<file path="src/ssc_pkg.sv">
// constants for the serial interface status and control block
package ssc_pkg;
   // register index on the 2-bit register port
   localparam logic [1:0] ADDR_STATUS  = 2'h0;
   localparam logic [1:0] ADDR_CONTROL = 2'h1;
   localparam logic [1:0] ADDR_SHIFT   = 2'h2;
   // serial_status fields
   localparam int ST_START   = 7;
   localparam int ST_WRAP    = 6;
   localparam int ST_STOP    = 5;
   localparam int ST_COLL    = 4;
   localparam int ST_CNT_MSB = 3;
   // serial_control fields
   localparam int CT_SIE     = 7;
   localparam int CT_OIE     = 6;
   localparam int CT_WM_LSB  = 4;
   localparam int CT_CS_LSB  = 2;
   localparam int CT_CLK     = 1;
   localparam int CT_TC      = 0;
   // values after reset, and the counter value at which it wraps
   localparam logic [7:0] RST_SHIFT   = 8'h00;
   localparam logic [3:0] RST_COUNT   = 4'h0;
   localparam logic [1:0] RST_WM      = 2'h0;
   localparam logic [1:0] RST_CS      = 2'h0;
   localparam logic [3:0] COUNT_MAX   = 4'hf;
   // wire mode field encodings
   localparam logic [1:0] WM_OFF      = 2'h0;
   localparam logic [1:0] WM_THREE    = 2'h1;
   localparam logic [1:0] WM_TWO      = 2'h2;
   localparam logic [1:0] WM_TWO_HOLD = 2'h3;
   // clock source select encodings
   localparam logic [1:0] CS_SOFT     = 2'h0;
   localparam logic [1:0] CS_TIMER    = 2'h1;
   localparam logic [1:0] CS_EXT_POS  = 2'h2;
   localparam logic [1:0] CS_EXT_NEG  = 2'h3;
endpackage

</file>
<file path="src/ssc_core.sv">
// serial interface status flags, transfer counter, enables and wire-mode pin control
`timescale 1ns/1ps
module ssc_core (
   // clock, reset and clock enable
   input  wire logic       i_clk,
   input  wire logic       i_rst_b,
   input  wire logic       i_ce,
   // register port
   input  wire logic [1:0] i_addr,
   input  wire logic [7:0] i_wdata,
   input  wire logic       i_wr,
   input  wire logic       i_rd,
   output logic      [7:0] o_rdata,
   // processor side
   input  wire logic       i_global_ie,
   input  wire logic       i_timer0_ovf,
   output logic            o_irq_start,
   output logic            o_irq_wrap,
   output logic            o_wake_idle,
   output logic            o_wake_all,
   // port latch and direction bits
   input  wire logic       i_port_do,
   input  wire logic       i_ddr_do,
   input  wire logic       i_port_sda,
   input  wire logic       i_ddr_sda,
   input  wire logic       i_port_scl,
   input  wire logic       i_ddr_scl,
   output logic            o_scl_toggle,
   // pins
   input  wire logic       i_sda_pin,
   input  wire logic       i_scl_pin,
   output logic            o_do_override,
   output logic            o_do_out,
   output logic            o_do_oe,
   output logic            o_do_pullup,
   output logic            o_two_wire,
   output logic            o_pullup_dis,
   output logic            o_sda_out,
   output logic            o_sda_oe,
   output logic            o_scl_out,
   output logic            o_scl_oe
);
   logic [1:0] pins_s;
   logic       sda_s;
   logic       scl_s;
   logic       sda_d;
   logic       scl_d;

   ssc_sync #(
      .WIDTH (2)
   ) u_sync (
      .i_clk   (i_clk),
      .i_rst_b (i_rst_b),
      .i_ce    (i_ce),
      .i_async ({i_sda_pin, i_scl_pin}),
      .o_sync  (pins_s)
   );

   assign sda_s = pins_s[1];
   assign scl_s = pins_s[0];

   // register state
   logic [7:0] shift;
   logic [3:0] count;
   logic       start_flag;
   logic       wrap_flag;
   logic       stop_flag;
   logic       start_hold;
   logic       do_latch;
   logic       sie;
   logic       oie;
   logic [1:0] wm;
   logic [1:0] cs;
   logic       clk_sel;
   logic       toggle;
   logic [7:0] rdata;

   logic [7:0] next_shift;
   logic [3:0] next_count;
   logic       next_start_flag;
   logic       next_wrap_flag;
   logic       next_stop_flag;
   logic       next_start_hold;
   logic       next_do_latch;
   logic       next_sie;
   logic       next_oie;
   logic [1:0] next_wm;
   logic [1:0] next_cs;
   logic       next_clk_sel;
   logic       next_toggle;
   logic [7:0] next_rdata;

   // decoded events
   logic       wr_st;
   logic       wr_ct;
   logic       wr_sh;
   logic       scl_rise;
   logic       scl_fall;
   logic       sda_rise;
   logic       sda_fall;
   logic       is_two;
   logic       ext;
   logic       soft_strobe;
   logic       tc_strobe;
   logic       shift_clk;
   logic       count_clk;
   logic       latch_clk;
   logic       start_cond;
   logic       stop_cond;
   logic       ext_edge_start;
   logic       wrap_evt;
   logic       coll;

   function automatic logic two_wire_mode(input logic [1:0] mode);
      two_wire_mode = (mode == ssc_pkg::WM_TWO) || (mode == ssc_pkg::WM_TWO_HOLD);
   endfunction

   always_comb
   begin
      wr_st       = i_wr && (i_addr == ssc_pkg::ADDR_STATUS);
      wr_ct       = i_wr && (i_addr == ssc_pkg::ADDR_CONTROL);
      wr_sh       = i_wr && (i_addr == ssc_pkg::ADDR_SHIFT);
      scl_rise    = scl_s && !scl_d;
      scl_fall    = !scl_s && scl_d;
      sda_rise    = sda_s && !sda_d;
      sda_fall    = !sda_s && sda_d;
      is_two      = two_wire_mode(wm);
      ext         = cs[1];
      soft_strobe = wr_ct && i_wdata[ssc_pkg::CT_CLK] && (cs == ssc_pkg::CS_SOFT);
      tc_strobe   = wr_ct && i_wdata[ssc_pkg::CT_TC];
      // shift register clock per source select
      case (cs)
         ssc_pkg::CS_SOFT:    shift_clk = soft_strobe;
         ssc_pkg::CS_TIMER:   shift_clk = i_timer0_ovf;
         ssc_pkg::CS_EXT_POS: shift_clk = scl_rise;
         ssc_pkg::CS_EXT_NEG: shift_clk = scl_fall;
         default:             shift_clk = 1'b0;
      endcase
      // counter clock: external sources count both edges unless strobe-select is set
      if (ext)
      begin
         count_clk = clk_sel ? tc_strobe : (scl_rise || scl_fall);
      end
      else
      begin
         count_clk = shift_clk;
      end
      // output latch follows the edge opposite to the sampling edge
      latch_clk = (cs == ssc_pkg::CS_EXT_POS) ? scl_fall : scl_rise;
      // start and stop detectors only run in two-wire modes
      start_cond = is_two && scl_s && scl_d && sda_fall;
      stop_cond  = is_two && scl_s && scl_d && sda_rise;
      ext_edge_start = !is_two && ext && !clk_sel && (scl_rise || scl_fall);
      wrap_evt = count_clk && (count == ssc_pkg::COUNT_MAX);
      coll     = shift[7] != sda_s;
   end

   always_comb
   begin
      next_shift      = shift;
      next_count      = count;
      next_start_flag = start_flag;
      next_wrap_flag  = wrap_flag;
      next_stop_flag  = stop_flag;
      next_start_hold = start_hold;
      next_do_latch   = do_latch;
      next_sie        = sie;
      next_oie        = oie;
      next_wm         = wm;
      next_cs         = cs;
      next_clk_sel    = clk_sel;
      next_toggle     = 1'b0;
      next_rdata      = 8'h00;

      if (i_ce)
      begin
         // a register write wins over a serial clock in the same cycle
         if (wr_sh)
         begin
            next_shift = i_wdata;
         end
         else if (shift_clk)
         begin
            next_shift = {shift[6:0], sda_s};
         end

         if (wr_st)
         begin
            next_count = i_wdata[ssc_pkg::ST_CNT_MSB:0];
         end
         else if (count_clk)
         begin
            next_count = count + 4'h1;
         end

         if (latch_clk)
         begin
            next_do_latch = next_shift[7];
         end

         // flags: a written one clears, a written zero keeps, a new start or stop event wins, a wrap during any status write is lost
         if (wr_st && i_wdata[ssc_pkg::ST_START])
         begin
            next_start_flag = 1'b0;
            next_start_hold = 1'b0;
         end
         if (wr_st && i_wdata[ssc_pkg::ST_WRAP])
         begin
            next_wrap_flag = 1'b0;
         end
         if (wr_st && i_wdata[ssc_pkg::ST_STOP])
         begin
            next_stop_flag = 1'b0;
         end
         if (start_cond || ext_edge_start)
         begin
            next_start_flag = 1'b1;
         end
         // hold begins once the master has pulled the clock low after a start
         if (start_flag && is_two && scl_fall && !(wr_st && i_wdata[ssc_pkg::ST_START]))
         begin
            next_start_hold = 1'b1;
         end
         if (!is_two)
         begin
            next_start_hold = 1'b0;
         end
         if (wrap_evt && !wr_st)
         begin
            next_wrap_flag = 1'b1;
         end
         if (stop_cond)
         begin
            next_stop_flag = 1'b1;
         end

         if (wr_ct)
         begin
            next_sie     = i_wdata[ssc_pkg::CT_SIE];
            next_oie     = i_wdata[ssc_pkg::CT_OIE];
            next_wm      = i_wdata[ssc_pkg::CT_WM_LSB+1:ssc_pkg::CT_WM_LSB];
            next_cs      = i_wdata[ssc_pkg::CT_CS_LSB+1:ssc_pkg::CT_CS_LSB];
            next_clk_sel = i_wdata[ssc_pkg::CT_CLK];
            next_toggle  = i_wdata[ssc_pkg::CT_TC];
         end

         if (i_rd)
         begin
            case (i_addr)
               ssc_pkg::ADDR_STATUS:  next_rdata = {start_flag, wrap_flag, stop_flag, coll, count};
               ssc_pkg::ADDR_CONTROL: next_rdata = {sie, oie, wm, cs, 2'b00};
               ssc_pkg::ADDR_SHIFT:   next_rdata = shift;
               default:               next_rdata = 8'h00;
            endcase
         end
      end
      else
      begin
         next_rdata  = rdata;
         next_toggle = toggle;
      end
   end

   always_ff @(posedge i_clk or negedge i_rst_b)
   begin
      if (!i_rst_b)
      begin
         shift      <= ssc_pkg::RST_SHIFT;
         count      <= ssc_pkg::RST_COUNT;
         start_flag <= 1'b0;
         wrap_flag  <= 1'b0;
         stop_flag  <= 1'b0;
         start_hold <= 1'b0;
         do_latch   <= 1'b0;
         sie        <= 1'b0;
         oie        <= 1'b0;
         wm         <= ssc_pkg::RST_WM;
         cs         <= ssc_pkg::RST_CS;
         clk_sel    <= 1'b0;
         toggle     <= 1'b0;
         rdata      <= 8'h00;
         sda_d      <= 1'b1;
         scl_d      <= 1'b1;
      end
      else
      begin
         shift      <= next_shift;
         count      <= next_count;
         start_flag <= next_start_flag;
         wrap_flag  <= next_wrap_flag;
         stop_flag  <= next_stop_flag;
         start_hold <= next_start_hold;
         do_latch   <= next_do_latch;
         sie        <= next_sie;
         oie        <= next_oie;
         wm         <= next_wm;
         cs         <= next_cs;
         clk_sel    <= next_clk_sel;
         toggle     <= next_toggle;
         rdata      <= next_rdata;
         if (i_ce)
         begin
            sda_d <= sda_s;
            scl_d <= scl_s;
         end
      end
   end

   // pin and request outputs
   logic do_bit;
   logic wrap_hold;

   always_comb
   begin
      // internal sources leave the latch transparent
      do_bit    = ext ? do_latch : shift[7];
      wrap_hold = (wm == ssc_pkg::WM_TWO_HOLD) && wrap_flag;
      o_rdata      = rdata;
      o_scl_toggle = toggle;
      o_irq_start  = start_flag && sie && i_global_ie;
      o_irq_wrap   = wrap_flag && oie && i_global_ie;
      o_wake_idle  = o_irq_wrap || o_irq_start;
      o_wake_all   = o_irq_start;
      o_two_wire   = is_two;
      o_pullup_dis = is_two;
      // three-wire data output replaces the port latch, direction kept
      o_do_override = (wm == ssc_pkg::WM_THREE);
      o_do_out      = o_do_override && do_bit;
      o_do_oe       = o_do_override && i_ddr_do;
      o_do_pullup   = o_do_override && !i_ddr_do && i_port_do;
      // open-collector: output value is always low, only the enable moves
      o_sda_out = 1'b0;
      o_scl_out = 1'b0;
      o_sda_oe  = is_two && i_ddr_sda && (!do_bit || !i_port_sda);
      o_scl_oe  = is_two && i_ddr_scl
                  && (!i_port_scl || start_hold || wrap_hold);
   end
endmodule

</file>
<file path="src/ssc_sync.sv">
// two flip-flop synchroniser for pin inputs
`timescale 1ns/1ps
module ssc_sync #(
   parameter int WIDTH = 2
) (
   // clock and reset
   input  wire logic             i_clk,
   input  wire logic             i_rst_b,
   input  wire logic             i_ce,
   // asynchronous levels in, synchronised levels out
   input  wire logic [WIDTH-1:0] i_async,
   output logic      [WIDTH-1:0] o_sync
);
   logic [WIDTH-1:0] meta;
   logic [WIDTH-1:0] next_meta;
   logic [WIDTH-1:0] next_sync;

   always_comb
   begin
      next_meta = i_ce ? i_async : meta;
      next_sync = i_ce ? meta : o_sync;
   end

   // idle bus lines are high, so the stages reset high
   always_ff @(posedge i_clk or negedge i_rst_b)
   begin
      if (!i_rst_b)
      begin
         meta   <= '1;
         o_sync <= '1;
      end
      else
      begin
         meta   <= next_meta;
         o_sync <= next_sync;
      end
   end
endmodule

</file>
<file path="config.mk">
export PLATFORM = sky130hd
export DESIGN_NAME = ssc_core
export DESIGN_NICKNAME = d
export VERILOG_FILES = /design/src/ssc_pkg.sv /design/src/ssc_core.sv /design/src/ssc_sync.sv
export SDC_FILE = /design/constraint.sdc
export NUM_CORES = 1
export LEC_CHECK = 0
export ABC_AREA = 1
export BUFFER_PORTS_ARGS = -buffer_cell sky130_fd_sc_hd__clkbuf_2
export CAP_MARGIN = 20
export CORE_MARGIN = 5
export CORE_UTILIZATION = 43
export CTS_CLUSTER_DIAMETER = 30
export CTS_CLUSTER_SIZE = 10
export DETAILED_ROUTE_END_ITERATION = 8
export HOLD_SLACK_MARGIN = 0.12
export PLACE_DENSITY = 0.66
export SYNTH_ARGS = -nofsm -noshare
export SYNTH_HDL_FRONTEND = slang
export SYNTH_HIERARCHICAL = 1
export SYNTH_SLANG_ARGS = --single-unit
</file>
<file path="constraint.sdc">
create_clock -name i_clk -period 2.04 [get_ports i_clk]
set_input_delay 0.102 -clock i_clk [delete_from_list [all_inputs] [get_ports i_clk]]
set_output_delay 0.102 -clock i_clk [all_outputs]
set_load 0.005 [all_outputs]
</file>
==> flow_summary.yaml <==
status:
  status: "completed"
timing:
  final_max_slew_viol_count: 0
  fmax_mhz: 569.0
  finalWorstSetupSlack_ps: 282.5
  min_period_ps: 1758
  hold_viol: 0
  slew_headroom_pct: 62.05
  tightest_slew_ps: 567.7
  rsz0062_at_grt: "no"
  setup_viol: 0
  finalSetupTns_ps: 0
  holdWs_ps: 129.4
  period_share_pct: 86.15
  clock_skew_ps: 4.682
synthesis:
  async_flop_share_pct: 100.0
  yosysMostFrequentCell: "nand2_1"
  syn_inst: 290
  synth-seq-area-share_pct: 44.51
  yosys.area.top_type_share_pct: 37.37
  ys_warn_count: 6
  ys.flop_type: "dfrtp_1"
  ys_ff_latch: 39
  syn_avg_cell_area_um2: 7.619
  synth.area.top_cells: "dfrtp_1 (37%), nand2_1 (15%), o21ai_0 (8.2%)"
  netlist_area_um2: 2210
  yosys-top-cells-count: "nand2_1 (89), o21ai_0 (36), dfrtp_1 (33)"
  netlist-cell-type-count: 35
  synth_largest_area_cell: "dfrtp_1"
  synth_edf_count: 0
setup_path:
  r2r-start: "u_sync/o_sync[0]"
  required_ps: 2220
  end_kind: "register"
  cp_max_fo: 10
  cp.arrival_ps: 1940
  crit_start: "u_sync/o_sync[0]"
  startpoint_type: "register"
  r2r_slack_ps: 280
  r2r_end: "count[2]"
  cp-endpoint: "count[2]"
  r2r.worst_path.cells: 10
  critPathKind: "reg -> reg"
clock_tree:
  tritoncts: "done"
  post_cts.repair.setup_buffers: 0
  cts.clk_slew.worst_paths_ps: 80
  insertion_delay_ps: 290
  cts_buffers: 5
  clock_sinks: 39
  root_buffer: "clkbuf_8"
  cts_max_level: 2
  clockBufferDepth: 2
global_routing:
  grt_util_met2_pct: 29.64
  grt_pass1_wl_um: 9170
  use_met3_pct: 4.276
  grt_overflow: 0
  antenna_found_initial: 0
  use_met1_pct: 24.36
  busiest_layer: "met2"
  grt_pass1_vias: 1901
  track_usage_pct: 18.34
  grt_max_degree: 22
floorplanning:
  core_um2: 5042
  die_x_um: 81.69
  ios: 48
  num_rows: 26
  die_h_um: 81.69
  initial_core_util_pct: 43.82
  die_area_um2: 6672
hold_path:
  hp-class: "in -> reg"
final_layout:
  area_delta_synth_final_pct: 21.18
  stdcell_count: 416
  drive_gt1_share_pct: 22.25
  antennaDiodeCount: 0
  final_nets: 373
drt:
  drtIter0Drc: 186
  first_pass_iters: 4
  drt-total-wl_um: 5607
  via_per_inst: 4.947
  drc: 0
  ant_nets: 0
  wire_per_inst_um: 13.48
  vias: 2058
place:
  place_ws_ps: 310.5
  dp.cells: 397
  io_buffers: 45
  hpwl_um: 4263
  gp_congestion: 0.8624
power:
  ir_drop_uv: 648.7
  finalPower_mw: 2.361
  power_density_nw_per_um2: 881.6
  power.leakage_nw: 1.351
flow_run:
  drv_cap: 0
## flip-flops by register name (all words and copies together) (netlist names)
| register | count |
|---|---|
| count | 4 |
| u_sync/o_sync | 2 |
| stop_flag | 1 |
| sie | 1 |
| cs | 2 |
| start_hold | 1 |
| oie | 1 |
| shift | 8 |
| start_flag | 1 |
| sda_d | 1 |
| o_rdata | 8 |
| clk_sel | 1 |
| wrap_flag | 1 |
| scl_d | 1 |
| o_scl_toggle | 1 |
| do_latch | 1 |
| u_sync/meta | 2 |
| wm | 2 |
## logic make-up (layout without fill, tap and decap cells)
| logic type | count (synthesis) | in the layout | synth area share [%] |
|---|---|---|---|
| flops | 39 | 39 | 44.51 |
| fa+ha+maj | 3 | 3 | 1.699 |
| compound gates | 62 | 62 | 15.74 |
| buf+inv | 47 | 102 | 9.627 |
| simple gates | 136 | 136 | 27.41 |
| other cells | 1 | 2 | 0.1697 |
| xor+xnor | 1 | 1 | 0.3964 |
| mux | 1 | 1 | 0.4530 |
## critical path, cell delays in order (launching register included)
cell,delay [ps]
dfstp_2,580
inv_1,50
ha_1,220
nand3_1,110
nand3_2,120
nand2_4,130
nand2_1,80
nand2_2,150
nand2_2,100
nand2_1,70
nand2_1,50
## cells in the final DEF (no fill, tap or decap), types with 2 or more instances in the layout
master         Yosys  final
dfstp_2            6      6
o21ai_0           36     36
inv_2              5      5
ha_1               3      3
nand3_1           18     18
conb_1             1      2
dfrtp_1           33     33
clkbuf_2           0     45
inv_1             30     30
nand2_4            2      2
dlygate4sd3_1      0     11
nor2_4             2      2
nand4_1            5      5
o21ai_1            5      5
nand2_2            2      2
nand2_1           89     89
a21oi_1           12     12
clkbuf_8           0      7
buf_4              5      3
nor3_1             2      2
nor2_1            13     13
## worst min path at each step
stage	start	end	slack, ps	cells past startpoint
global placement	i_rst_b	o_rdata[7]	80	1
global route	i_wdata[0]	o_scl_toggle	140	3
detailed placement	i_rst_b	o_rdata[7]	80	1
finish	i_wdata[7]	sie	130	3
floorplan	i_rst_b	clk_sel	-190	0
CTS	i_wdata[7]	sie	130	3
## metal layers
| layer | up-vias | wire (um) |
|---|---|---|
| met3 | 8 | 349 |
| met5 | - | 0 |
| li1 | 1043 | - |
| met2 | 61 | 2562 |
| met4 | 0 | 84 |
| met1 | 946 | 2611 |
## what timing repair did
| item | CTS | global route |
|---|---|---|
| hold buffers | 11 | 0 |
| hold endpoints to repair | 27 | 0 |
| gates resized for setup | 0 | 0 |
## stage by stage
stage | cell area, um2 | utilization [%]
after global placement | 2467 | 48.93
after floorplan | 2213 | -
after CTS | 2678 | 53.10
final | 2678 | 53.10
after detailed placement | 2467 | 48.93
after global routing | 2678 | 53.10
## power by group
group / switching, mW / internal (mW) / leakage (nW)
registers: 0.173 / 0.945 / 0.496
logic: 0.389 / 0.280 / 0.804
clock network: 0.264 / 0.309 / 0.0515
## cell type report
type	count	area (um2)
multi-input cells	205	1017
repair buffers	59	357.8
flip-flops and latches	39	983.4
well taps	70	87.58
fillers	496	2365
inverters	35	131.4
clock buffers	8	100.1
Note: power is estimated with default switching activity, not from simulation.
